[src/ccu_pkg.sv]
// constants, register map and mode codes for the capture/compare unit
package ccu_pkg;
  localparam int NUM_CH = 16;
  localparam int NUM_TMR = 2;
  localparam int NUM_IRQ = 18;
  // register byte addresses and channel block selects for address bits 7:6; timer registers step by 4 per timer
  localparam logic [7:0] ADR_T_CTRL = 8'h00;
  localparam logic [7:0] ADR_T_CNT = 8'h08;
  localparam logic [7:0] ADR_T_REL = 8'h10;
  localparam logic [7:0] ADR_IRQ_STAT = 8'h18;
  localparam logic [7:0] ADR_IRQ_CLR = 8'h1C;
  localparam logic [7:0] ADR_IRQ_EN = 8'h20;
  localparam logic [7:0] ADR_GLOBAL = 8'h24;
  localparam logic [1:0] ADR_CH_CTRL_SEL = 2'h1;
  localparam logic [1:0] ADR_CH_VAL_SEL = 2'h2;
  // timer control fields
  localparam int TC_CLK_LSB = 0;
  localparam int TC_SRC_LSB = 3;
  localparam int TC_RUN_BIT = 5;
  localparam int TC_PRIO_LSB = 6;
  // channel control fields, then the global staggered mode bit
  localparam int CC_MODE_LSB = 0;
  localparam int CC_TSEL_BIT = 3;
  localparam int CC_DBL_BIT = 4;
  localparam int CC_SINGLE_BIT = 5;
  localparam int CC_PRIO_LSB = 6;
  localparam int GLB_STAGGER_BIT = 0;
  // values after reset, and the maximum count at which a timer reloads
  localparam logic [7:0] TCTRL_RST = 8'h00;
  localparam logic [7:0] CCTRL_RST = 8'h00;
  localparam logic [15:0] CNT_RST = 16'h0000;
  localparam logic [15:0] REL_RST = 16'h0000;
  localparam logic [17:0] IRQ_EN_RST = 18'h00000;
  localparam logic [15:0] CNT_MAX = 16'hFFFF;
  // staggered mode: one count slot every 8 clocks
  localparam logic [2:0] STAGGER_LAST = 3'h7;
  typedef enum logic [2:0] {
    CC_OFF = 3'b000,
    CAP_RISE = 3'b001,
    CAP_FALL = 3'b010,
    CAP_BOTH = 3'b011,
    CMP_IRQ = 3'b100,
    CMP_TOGGLE = 3'b101,
    CMP_IRQ_ONCE = 3'b110,
    CMP_SET_RESET = 3'b111
  } ccu_mode_type;
  typedef enum logic [1:0] {
    SRC_PRESC = 2'b00,
    SRC_AUX = 2'b01,
    SRC_EXT_RISE = 2'b10,
    SRC_EXT_ANY = 2'b11
  } ccu_src_type;
endpackage

[src/ccu_capture_compare.sv]
// sixteen channel capture/compare unit with two reloading time bases
`timescale 1ns/1ps
// What this block does
// - sixteen channels, one-clock resolution, eight clocks in staggered mode
// - two independent 16-bit timers, each with its own reload register
// - timer clock from prescaled system clock or auxiliary timer overflows
// - timers may also count external count input edges
// - sixteen channel registers, each picks a timer and capture or compare
// - each channel owns one pin: capture input or compare output
// - capture latches the assigned timer on the selected pin event
// - each capture raises that channel's own interrupt request
// - capture edge selectable: rising, falling or both
// - compare channels watch their timer and act on equality
// - mode 0 match raises interrupt only, repeatable within a period
// - mode 1 match toggles the pin, repeatable within a period
// - mode 2 match raises one interrupt per timer period only
// - mode 3 sets pin on match, clears on overflow, once per period
// - double register mode: two channels toggle one shared pin
// - single event option stops a compare channel after its first match
// - each request has a node with request flag, enable and priority
module ccu_capture_compare (
  input wire logic i_clk,
  input wire logic i_rst,
  input wire logic [7:0] i_addr,
  input wire logic [31:0] i_wdata,
  input wire logic i_wr,
  input wire logic i_rd,
  output logic [31:0] o_rdata,
  input wire logic [15:0] i_pin,
  output logic [15:0] o_pin,
  output logic [15:0] o_pin_oe_n,
  input wire logic [1:0] i_ext_cnt,
  input wire logic i_aux_ovf,
  output logic [17:0] o_irq_node,
  output logic o_irq,
  output logic [1:0] o_irq_prio
);
  // pin and count input synchronisers; third stage only for edge detect
  logic [15:0] pin_s1_q, pin_s2_q, pin_s3_q;
  logic [1:0] ext_s1_q, ext_s2_q, ext_s3_q;
  logic [1:0] ext_rise, ext_any;
  logic [10:0] presc_q, presc_d;
  logic stag_q, stag_d;
  logic [15:0] cnt_q [2];
  logic [15:0] rel_q [2];
  logic [7:0] tctrl_q [2];
  logic tick_q [2];
  logic ovf_q [2];
  logic [7:0] ctrl_q [16];
  logic [15:0] val_q [16];
  logic [15:0] hit;
  logic [15:0] ev;
  logic [17:0] st_q, st_d, en_q, en_d;
  logic irq_q, irq_d;
  logic [1:0] prio_q, prio_d;
  logic [31:0] rdata_q, rdata_d;

  always_ff @(posedge i_clk) begin
    if (i_rst) begin
      pin_s1_q <= 16'h0000;
      pin_s2_q <= 16'h0000;
      pin_s3_q <= 16'h0000;
      ext_s1_q <= 2'h0;
      ext_s2_q <= 2'h0;
      ext_s3_q <= 2'h0;
    end else begin
      pin_s1_q <= i_pin;
      pin_s2_q <= pin_s1_q;
      pin_s3_q <= pin_s2_q;
      ext_s1_q <= i_ext_cnt;
      ext_s2_q <= ext_s1_q;
      ext_s3_q <= ext_s2_q;
    end
  end

  assign ext_rise = ext_s2_q & ~ext_s3_q;
  assign ext_any = ext_s2_q ^ ext_s3_q;

  // shared prescaler and staggered mode switch
  always_comb begin
    presc_d = presc_q + 11'h001;
    stag_d = stag_q;
    if (i_wr && i_addr == ccu_pkg::ADR_GLOBAL) begin
      stag_d = i_wdata[ccu_pkg::GLB_STAGGER_BIT];
    end
  end

  always_ff @(posedge i_clk) begin
    if (i_rst) begin
      presc_q <= 11'h000;
      stag_q <= 1'b0;
    end else begin
      presc_q <= presc_d;
      stag_q <= stag_d;
    end
  end

  for (genvar t = 0; t < ccu_pkg::NUM_TMR; t++) begin : g_tmr
    localparam logic [7:0] OFS = 8'(4 * t);
    logic [7:0] mask;
    logic src_tick;
    logic inc;
    logic [15:0] cnt_d, rel_d;
    logic [7:0] tctrl_d;
    logic tick_d, ovf_d;

    always_comb begin
      mask = ~(8'hFF << tctrl_q[t][ccu_pkg::TC_CLK_LSB +: 3]);
      // staggered mode only lets the prescaled clock move the timer in the last of 8 slots
      if (stag_q) begin
        src_tick = presc_q[2:0] == ccu_pkg::STAGGER_LAST && (presc_q[10:3] & mask) == mask;
      end else begin
        src_tick = (presc_q[7:0] & mask) == mask;
      end
      case (ccu_pkg::ccu_src_type'(tctrl_q[t][ccu_pkg::TC_SRC_LSB +: 2]))
        ccu_pkg::SRC_PRESC: inc = src_tick;
        ccu_pkg::SRC_AUX: inc = i_aux_ovf;
        ccu_pkg::SRC_EXT_RISE: inc = ext_rise[t];
        ccu_pkg::SRC_EXT_ANY: inc = ext_any[t];
        default: inc = 1'b0;
      endcase
      inc = inc && tctrl_q[t][ccu_pkg::TC_RUN_BIT];
      cnt_d = cnt_q[t];
      rel_d = rel_q[t];
      tctrl_d = tctrl_q[t];
      tick_d = inc;
      ovf_d = 1'b0;
      if (inc) begin
        if (cnt_q[t] == ccu_pkg::CNT_MAX) begin
          cnt_d = rel_q[t];
          ovf_d = 1'b1;
        end else begin
          cnt_d = cnt_q[t] + 16'h0001;
        end
      end
      // software count write overrides the increment in the same cycle
      if (i_wr && i_addr == ccu_pkg::ADR_T_CNT + OFS) begin
        cnt_d = i_wdata[15:0];
      end
      if (i_wr && i_addr == ccu_pkg::ADR_T_REL + OFS) begin
        rel_d = i_wdata[15:0];
      end
      if (i_wr && i_addr == ccu_pkg::ADR_T_CTRL + OFS) begin
        tctrl_d = i_wdata[7:0];
      end
    end

    always_ff @(posedge i_clk) begin
      if (i_rst) begin
        cnt_q[t] <= ccu_pkg::CNT_RST;
        rel_q[t] <= ccu_pkg::REL_RST;
        tctrl_q[t] <= ccu_pkg::TCTRL_RST;
        tick_q[t] <= 1'b0;
        ovf_q[t] <= 1'b0;
      end else begin
        cnt_q[t] <= cnt_d;
        rel_q[t] <= rel_d;
        tctrl_q[t] <= tctrl_d;
        tick_q[t] <= tick_d;
        ovf_q[t] <= ovf_d;
      end
    end
  end

  for (genvar c = 0; c < ccu_pkg::NUM_CH; c++) begin : g_ch
    // lower eight channels may be paired with channel c+8
    localparam int PC = (c + 8) % 16;
    localparam logic [3:0] IDX = 4'(c);
    ccu_pkg::ccu_mode_type mode;
    logic tsel, single, is_cmp, partner_dbl, own_dbl;
    logic rise, fall, cap_ev, hit_c;
    logic [7:0] ctrl_d;
    logic [15:0] val_d;
    logic pin_q, pin_d, lock_q, lock_d;

    always_comb begin
      mode = ccu_pkg::ccu_mode_type'(ctrl_q[c][ccu_pkg::CC_MODE_LSB +: 3]);
      tsel = ctrl_q[c][ccu_pkg::CC_TSEL_BIT];
      single = ctrl_q[c][ccu_pkg::CC_SINGLE_BIT];
      is_cmp = mode[2];
      own_dbl = c >= 8 && ctrl_q[c][ccu_pkg::CC_DBL_BIT];
      partner_dbl = c < 8 && ctrl_q[PC][ccu_pkg::CC_DBL_BIT] && ctrl_q[PC][2];
      rise = pin_s2_q[c] && !pin_s3_q[c];
      fall = !pin_s2_q[c] && pin_s3_q[c];
      case (mode)
        ccu_pkg::CAP_RISE: cap_ev = rise;
        ccu_pkg::CAP_FALL: cap_ev = fall;
        ccu_pkg::CAP_BOTH: cap_ev = rise || fall;
        default: cap_ev = 1'b0;
      endcase
      // compare only on a fresh timer value, so a stalled timer fires once
      hit_c = is_cmp && tick_q[tsel] && cnt_q[tsel] == val_q[c] && !lock_q;
      ctrl_d = ctrl_q[c];
      val_d = val_q[c];
      if (i_wr && i_addr[7:6] == ccu_pkg::ADR_CH_CTRL_SEL && i_addr[5:2] == IDX) begin
        ctrl_d = i_wdata[7:0];
      end
      if (i_wr && i_addr[7:6] == ccu_pkg::ADR_CH_VAL_SEL && i_addr[5:2] == IDX) begin
        val_d = i_wdata[15:0];
      end
      if (cap_ev) begin
        val_d = cnt_q[tsel];
      end
      // a changed channel control value re-arms a locked channel
      lock_d = lock_q;
      if (ctrl_d != ctrl_q[c]) begin
        lock_d = 1'b0;
      end else if (ovf_q[tsel] && !single) begin
        lock_d = 1'b0;
      end
      if (hit_c && (single || mode == ccu_pkg::CMP_IRQ_ONCE || mode == ccu_pkg::CMP_SET_RESET)) begin
        lock_d = 1'b1;
      end
      pin_d = pin_q;
      if (mode == ccu_pkg::CMP_TOGGLE && !own_dbl && hit_c) begin
        pin_d = !pin_q;
      end
      if (partner_dbl && (hit_c || hit[PC])) begin
        pin_d = !pin_q;
      end
      // match applied last so it wins over an overflow in the same cycle
      if (mode == ccu_pkg::CMP_SET_RESET && !own_dbl) begin
        if (ovf_q[tsel]) begin
          pin_d = 1'b0;
        end
        if (hit_c) begin
          pin_d = 1'b1;
        end
      end
    end

    always_ff @(posedge i_clk) begin
      if (i_rst) begin
        ctrl_q[c] <= ccu_pkg::CCTRL_RST;
        val_q[c] <= ccu_pkg::CNT_RST;
        pin_q <= 1'b0;
        lock_q <= 1'b0;
      end else begin
        ctrl_q[c] <= ctrl_d;
        val_q[c] <= val_d;
        pin_q <= pin_d;
        lock_q <= lock_d;
      end
    end

    assign hit[c] = hit_c;
    // modes 0 and 2 leave the pin alone unless paired; every match and capture requests
    assign ev[c] = hit_c || cap_ev;
    assign o_pin[c] = pin_q;
    // a paired upper channel leaves its pin to the lower one
    assign o_pin_oe_n[c] = !(partner_dbl || (!own_dbl &&
      (mode == ccu_pkg::CMP_TOGGLE || mode == ccu_pkg::CMP_SET_RESET)));
  end

  // interrupt nodes: channels 0..15, timer overflows 16..17
  always_comb begin
    logic [1:0] p;
    logic [17:0] act;
    p = 2'h0;
    act = 18'h00000;
    st_d = st_q;
    en_d = en_q;
    if (i_wr && i_addr == ccu_pkg::ADR_IRQ_CLR) begin
      st_d = st_q & ~i_wdata[17:0];
    end
    // a new event wins over a clear in the same cycle
    st_d = st_d | {ovf_q[1], ovf_q[0], ev};
    if (i_wr && i_addr == ccu_pkg::ADR_IRQ_EN) begin
      en_d = i_wdata[17:0];
    end
    act = st_d & en_d;
    irq_d = |act;
    prio_d = 2'h0;
    for (int n = 0; n < ccu_pkg::NUM_IRQ; n++) begin
      if (n < ccu_pkg::NUM_CH) begin
        p = ctrl_q[n][ccu_pkg::CC_PRIO_LSB +: 2];
      end else begin
        p = tctrl_q[n - ccu_pkg::NUM_CH][ccu_pkg::TC_PRIO_LSB +: 2];
      end
      if (act[n] && p > prio_d) begin
        prio_d = p;
      end
    end
  end

  always_ff @(posedge i_clk) begin
    if (i_rst) begin
      st_q <= 18'h00000;
      en_q <= ccu_pkg::IRQ_EN_RST;
      irq_q <= 1'b0;
      prio_q <= 2'h0;
    end else begin
      st_q <= st_d;
      en_q <= en_d;
      irq_q <= irq_d;
      prio_q <= prio_d;
    end
  end

  // status stays until software clears it; enable only masks the output
  assign o_irq_node = st_q & en_q;
  assign o_irq = irq_q;
  assign o_irq_prio = prio_q;

  // read mux; unmapped and write-only addresses read as zero
  always_comb begin
    rdata_d = 32'h00000000;
    if (i_rd) begin
      if (i_addr[7:6] == ccu_pkg::ADR_CH_CTRL_SEL) begin
        rdata_d = {24'h000000, ctrl_q[i_addr[5:2]]};
      end else if (i_addr[7:6] == ccu_pkg::ADR_CH_VAL_SEL) begin
        rdata_d = {16'h0000, val_q[i_addr[5:2]]};
      end else begin
        case (i_addr)
          ccu_pkg::ADR_T_CTRL: rdata_d = {24'h000000, tctrl_q[0]};
          ccu_pkg::ADR_T_CTRL + 8'h04: rdata_d = {24'h000000, tctrl_q[1]};
          ccu_pkg::ADR_T_CNT: rdata_d = {16'h0000, cnt_q[0]};
          ccu_pkg::ADR_T_CNT + 8'h04: rdata_d = {16'h0000, cnt_q[1]};
          ccu_pkg::ADR_T_REL: rdata_d = {16'h0000, rel_q[0]};
          ccu_pkg::ADR_T_REL + 8'h04: rdata_d = {16'h0000, rel_q[1]};
          ccu_pkg::ADR_IRQ_STAT: rdata_d = {14'h0000, st_q};
          ccu_pkg::ADR_IRQ_EN: rdata_d = {14'h0000, en_q};
          ccu_pkg::ADR_GLOBAL: rdata_d = {31'h00000000, stag_q};
          default: rdata_d = 32'h00000000;
        endcase
      end
    end
  end

  always_ff @(posedge i_clk) begin
    if (i_rst) begin
      rdata_q <= 32'h00000000;
    end else begin
      rdata_q <= rdata_d;
    end
  end

  // answer stands for one cycle only, then the mux falls back to zero
  assign o_rdata = rdata_q;
endmodule

[config.mk]
export PLATFORM = sky130hd
export DESIGN_NAME = ccu_capture_compare
export DESIGN_NICKNAME = d
export VERILOG_FILES = /design/src/ccu_pkg.sv /design/src/ccu_capture_compare.sv
export SDC_FILE = /design/constraint.sdc
export NUM_CORES = 2
export LEC_CHECK = 0
export BUFFER_PORTS_ARGS = -buffer_cell sky130_fd_sc_hd__buf_4
export CORE_AREA = 4 4 234 328
export CTS_CLUSTER_DIAMETER = 150
export DETAILED_ROUTE_END_ITERATION = 8
export DIE_AREA = 0 0 238 332
export PLACE_DENSITY = 0.76
export SYNTH_ARGS = -nofsm -noshare
export SYNTH_HDL_FRONTEND = slang
export SYNTH_SLANG_ARGS = --single-unit
[constraint.sdc]
create_clock -name i_clk -period 26.2 [get_ports i_clk]
set_input_delay 2.62 -clock i_clk [delete_from_list [all_inputs] [get_ports i_clk]]
set_output_delay 2.62 -clock i_clk [all_outputs]
set_load 0.03 [all_outputs]
---- Word level (Yosys, flattened, before mapping) ----
Memories as Yosys holds them, arrays and structs flattened.
Cells that the tools add are included.
operators by class
  reductions and logical operators ........ 457
  $lt $le $gt $ge ......................... 18
  multiplexer cells ....................... 270
  shift-type cells ........................ 2
  add/sub/neg operators ................... 3
  equal/unequal tests ..................... 167
  bitwise logic cells ..................... 57
operators by type and width
  cell                   count
  $mux 16                61
  $mux 8                 37
  $eq 16x16->1           16
  $logic_and 1x1->1      233
  $pmux 18 s9            1
  $eq 3x3->1 const B     49
  $mux 1                 133
  $ne 8x8->1             16
  $logic_not 1->1        104
  $eq 3x2->1 const B     32
  $logic_or 1x1->1       96
  $and 18x18->18         3
  $eq 3x1->1 const B     16
  $pmux 1 s3             16
  $reduce_bool 3->1      16
  $or 1x1->1             42
  $mux 18                2
  $mux 2                 18
  $gt 2x2->1             17
  $add 16x1->16 const B  2
  $and 8x8->8            4
  $eq 16x16->1 const B   2
  $eq 4x4->1 const B     8
  $eq 8x5->1 const B     4
  other kinds (27)       46
word-level totals
  bits of input ports ..................... 63
  logic and storage cells ................. 1028
  memories ................................ 7
  RAM bits ................................ 468
  register bits ........................... 155
memory list
  memory       depth  bits a word  rd ports  clocked after Yosys merged registers in  write ports  RTL line                   RTL
  val_q        16     16           17        0                                        16           ccu_capture_compare.sv:50  logic [15:0] val_q [16];
  ctrl_q       16     8            17        0                                        16           ccu_capture_compare.sv:49  logic [7:0] ctrl_q [16];
  cnt_q        2      16           18        0                                        2            ccu_capture_compare.sv:44  logic [15:0] cnt_q [2];
  rel_q        2      16           2         0                                        2            ccu_capture_compare.sv:45  logic [15:0] rel_q [2];
  tctrl_q      2      8            2         0                                        2            ccu_capture_compare.sv:46  logic [7:0] tctrl_q [2];
  ovf_q        2      1            18        0                                        2            ccu_capture_compare.sv:48  logic ovf_q [2];
  +1 memories  -      -            -         -                                        -            -

---- Depth between registers and ports, before layout ----
An unclocked memory read counts as a cell.
  depth after elaboration ................. 61
  mapped depth ............................ 114

---- Worst setup path after synthesis ----
OpenSTA, ideal clock, no wires.
  path type ............................... input to register
  from .................................... input port i_addr[3]
  to ...................................... register prio_q[0] (netlist: o_irq_prio[0])
  slack ................................... 4379 ps
  required time ........................... 26077 ps
  cell stages on the path ................. 105
  buffers on the path ..................... 2
  arrival ................................. 21698 ps
  cells stage by stage .................... buf_2 -> or4_4 -> buf_6 -> nor2_8 -> mux2_2 -> and3_1 -> ha_1 -> a211oi_4 -> nand2_1 -> mux2_4 -> ha_1 -> a211oi_2 -> nand2_1 -> mux2_4 -> ha_1 -> nor2_1 -> a31o_2 -> a21o_1 -> [... 69 more ...] -> nor2_1 -> a21oi_1 -> o21ai_0 -> nor2_1 -> o211a_1 -> a21oi_1 -> inv_1 -> ha_1 -> nor2_1 -> nand2_1 -> a21boi_1 -> nand2_1 -> o21ai_1 -> ha_1 -> a2111oi_0 -> nor4b_1 -> a31oi_1 -> o21ai_1
between the ends
  longest elaborated chain between the ends .. 58
  elaborated cells between the ends (all ways) .. 61
RTL lines
  element                 RTL line                    RTL
  start: declaration      ccu_capture_compare.sv:24   input wire logic [7:0] i_addr,
  $eq 8x5->1              ccu_capture_compare.sv:263  if (i_wr && i_addr == ccu_pkg::ADR_IRQ_CLR) begin
  $logic_and 1x1->1       ccu_capture_compare.sv:263
  $mux 18                 ccu_capture_compare.sv:263
  $or 18x18->18           ccu_capture_compare.sv:267  st_d = st_d | {ovf_q[1], ovf_q[0], ev};
  $and 18x18->18 (*)      ccu_capture_compare.sv:271  act = st_d & en_d;
  $logic_and 1x1->1       ccu_capture_compare.sv:280  if (act[n] && p > prio_d) begin
  $mux 2                  ccu_capture_compare.sv:280
  $gt 2x2->1              ccu_capture_compare.sv:280
  [... 42 more ...]       -
  $logic_and 1x1->1       ccu_capture_compare.sv:280
  $mux 2                  ccu_capture_compare.sv:280
  $gt 2x2->1              ccu_capture_compare.sv:280
  $logic_and 1x1->1       ccu_capture_compare.sv:280
  $mux 2                  ccu_capture_compare.sv:280
  $gt 2x2->1              ccu_capture_compare.sv:280
  $logic_and 1x1->1       ccu_capture_compare.sv:280
  $mux 2 (*)              ccu_capture_compare.sv:280
  end signal: assignment  ccu_capture_compare.sv:296  prio_q <= prio_d;
  end: declaration        ccu_capture_compare.sv:55   logic [1:0] prio_q, prio_d;
Every way passes the cells marked *; elsewhere a longest branch is shown, timed or not.
A chain may end at the register's enable or synchronous reset.

---- Final worst setup path ----
  from .................................... input port i_addr[6]
  to ...................................... register prio_q[0] (netlist: o_irq_prio[0])
The elaborated chain is that of the path after synthesis.

==> impl_metrics.env <==
export IMPL_status="finished with violations"
export IMPL_violations="capacitance limit, slew limit"
export IMPL_r2r_slack_ns=2.96
export IMPL_dr_total_vias=38300
export IMPL_synth_edf_count=0
export IMPL_max_stage_delay_ns=0.52
export IMPL_finalSetupViolCount=0
export IMPL_netlist_instances=4642
export IMPL_synthTopCellsByCount="622 x dfxtp_1, 461 x a211oi_1, 426 x nor2_1"
export IMPL_relSlewSlack=-0.00450
export IMPL_dieArea_um2=79000
export IMPL_crit_type="in -> reg"
export IMPL_num_fill_cells=6391
export IMPL_crit_top_cell="ha_1"
export IMPL_start_kind="input port"
export IMPL_synth_seq_area_share=0.309
export IMPL_path_clk_slew_ns=0.07
export IMPL_die_y_um=332
export IMPL_place_hpwl_mm=110
export IMPL_r2r_end="o_irq_prio[0]"
export IMPL_cts_sinks=622
export IMPL_post_synth_top_area_cell="dfxtp_1"
export IMPL_power_total_mw=2.03
export IMPL_vias_per_cell=6.98
export IMPL_fin_crit_sh=0.935
export IMPL_required_ns=26.74
export IMPL_synthArstFlopShare=0
export IMPL_hold_viol=0
export IMPL_drc=0
export IMPL_cts_resized=0
export IMPL_hold_start="pin_s1_q[15]"
export IMPL_initial_core_util=0.547
export IMPL_slew_viol_final=1
export IMPL_routed_wl_mm=167
export IMPL_timing_fmax_ghz=0.0408
export IMPL_globalRouteTotalUtil=0.405
export IMPL_wl_per_cell_um=30.4
export IMPL_port_buffers=119
export IMPL_rsz0062_at_grt="no"
export IMPL_maxCapViolCount=1
export IMPL_hold_end="pin_s2_q[15]"
export IMPL_antenna_found_initial=17
export IMPL_cts_tree="done"
export IMPL_clockRootBuffer="clkbuf_16"
export IMPL_grt_pass1_vias=36300
export IMPL_drive_gt1_frac=0.135
export IMPL_crit_fanout=18
export IMPL_cellLeakagePower_nw=14.2
export IMPL_coreArea_um2=73700
export IMPL_tns_ns=0
export IMPL_crit_slowest_cell="a2111oi_2"
export IMPL_synth_seq_cells=622
export IMPL_boundaryPins=148
export IMPL_r2r_start="cnt_q[1][3]"
export IMPL_synth_cell_types=88
export IMPL_min_path_cells=1
export IMPL_cts_buffers_inserted=61
export IMPL_die_w_um=238
export IMPL_cts_setup_buffers=0
export IMPL_worstHoldPathType="reg -> reg"
export IMPL_drtIter0Drc=5585
export IMPL_final_antenna_net_count=0
export IMPL_period_needed_ns=24.49
export IMPL_peakVddDrop_v=0.0000571
export IMPL_ys_top_cells_by_area="dfxtp_1 31%, mux2i_1 10%, a211oi_1 8.6%, xnor2_1 6.9%, mux4_2 6.7%"
export IMPL_num_rows=118
export IMPL_yosys_warnings=0
export IMPL_hold_buffers=0
export IMPL_crit_arrival_ns=25.03
export IMPL_cp_end_kind="flop"
export IMPL_finalClockSkew_ns=0.0315
export IMPL_area_growth_pct=8.16
export IMPL_globalplace_congestion=1.07
export IMPL_htree_num_levels=2
export IMPL_clk_latency_ns=0.70
export IMPL_overflow=0
export IMPL_reg2regPathDepth=109
export IMPL_dr_pass1_iters=7
export IMPL_tightestPinTransition_ns=1.49
export IMPL_power_density_nw_per_um2=46.5
export IMPL_grt_pass1_wl_mm=242
export IMPL_grt_start_max_net_pins=89
export IMPL_post_synth_top_count_cell="dfxtp_1"
export IMPL_yosysTopAreaCellShare=0.309
export IMPL_syn_area_um2=40300
export IMPL_synth_area_per_cell_um2=8.69
export IMPL_final_net_count=4600
export IMPL_clk_path_buf_depth=3
export IMPL_synth_ff_type="dfxtp_1"
-- cell usage in the layout (no fill, tap or decap), types with 11 or more instances in the layout --
cell,synthesis,layout
dfxtp_1,622,620
a211oi_1,461,461
nor2_1,426,410
mux2i_1,402,402
xnor2_1,318,318
nand2_1,269,269
a21oi_1,255,246
nor2b_1,244,244
buf_4,33,235
mux4_2,120,120
nand3_1,108,108
inv_1,99,99
mux2_2,92,92
o21ai_0,82,82
xor2_1,70,70
nor4_1,71,69
a22oi_1,69,69
ha_1,61,61
clkbuf_16,0,61
nand4_1,50,50
nor3_1,46,40
and2_1,31,31
a31oi_1,22,21
or3_1,19,19
clkbuf_8,0,19
and3_1,18,18
nor2_2,1,15
nand3b_1,14,14
conb_1,1,14
clkbuf_1,372,14
nand2b_1,12,12
o211ai_1,11,11
-- critical path, delay by kind of cell --
kind | cells | cell delay, ns
AOI/OAI and AO/OA | 44 | 9.22
adders and majority gates | 19 | 5.44
and+or+nand+nor | 36 | 5.09
muxes | 6 | 1.84
buffers and inverters | 7 | 0.78
-- power breakdown --
part	total (mW)	switching, mW	internal (mW)
combinational	0.135	0.0975	0.0375
clock	0.933	0.413	0.520
sequential	0.959	0.00666	0.952
total	2.03	0.518	1.51
-- registers in the layout (all words and copies together) (netlist names), 18 cells and up --
signal and count:
en_q 18, ctrl_q 128, o_rdata 18, val_q 256, st_q 18, cnt_q 32
rel_q 32
-- area by class of cell --
class | count | area, µm² | area share
clock buffers | 94 | 1840 | 0.0422
clock inverters | 17 | 201 | 0.00462
flip-flops and latches | 622 | 12500 | 0.286
diodes | 9 | 22.5 | 0.000516
repair buffers | 238 | 1810 | 0.0415
inverters | 100 | 375 | 0.00860
multi-input cells | 3453 | 25700 | 0.590
well taps | 960 | 1200 | 0.0275
-- layer usage --
metal,GRT usage,part of all wire
met1,0.471,0.34
met2,0.599,0.42
met3,0.129,0.13
met4,0.348,0.11
met5,0,0.00040
-- how the worst max path moves through the flow --
| stage | startpoint | to | slack [ns] | depth (start not counted) |
|---|---|---|---|---|
| finish | i_addr[6] | o_irq_prio[0] | 1.71 | 112 |
| global route | i_addr[3] | o_irq_prio[0] | 0.20 | 110 |
| CTS | i_addr[3] | o_irq_prio[0] | 1.80 | 110 |
| detailed placement | i_addr[3] | o_irq_prio[0] | 1.27 | 110 |
| global placement | i_addr[3] | o_irq_prio[0] | 1.68 | 108 |
| floorplan | i_addr[3] | o_irq_prio[0] | 4.38 | 105 |
-- kinds of logic (layout without fill, tap and decap cells) --
group,after synthesis,in the layout,share of synthesized area
AOI/OAI and AO/OA,1013,1013,0.170
other,1,23,0.0000930
DFF,622,622,0.309
buffers and inverters,580,449,0.0583
xor gates and xnor gates,388,388,0.0843
and+or+nand+nor,1359,1359,0.166
muxes,617,617,0.194
adders and majority gates,62,62,0.0192
-- through the flow --
step / cell area [µm²] / std cells / worst slack [ns] / hold slack (ns) / utilization
floorplan: 40400 / 4655 / 4.38 / 0.414 / -
global placement: 41600 / 5373 / 1.68 / 0.414 / 0.564
detailed placement: 41600 / 5373 / 1.27 / 0.426 / 0.564
CTS: 43600 / 5484 / 1.80 / 0.442 / 0.592
global route: 43600 / 5484 / 0.202 / 0.456 / 0.592
finish: 43600 / 5493 / 1.71 / 0.435 / 0.592
Note: power is estimated with default switching activity, not from simulation.
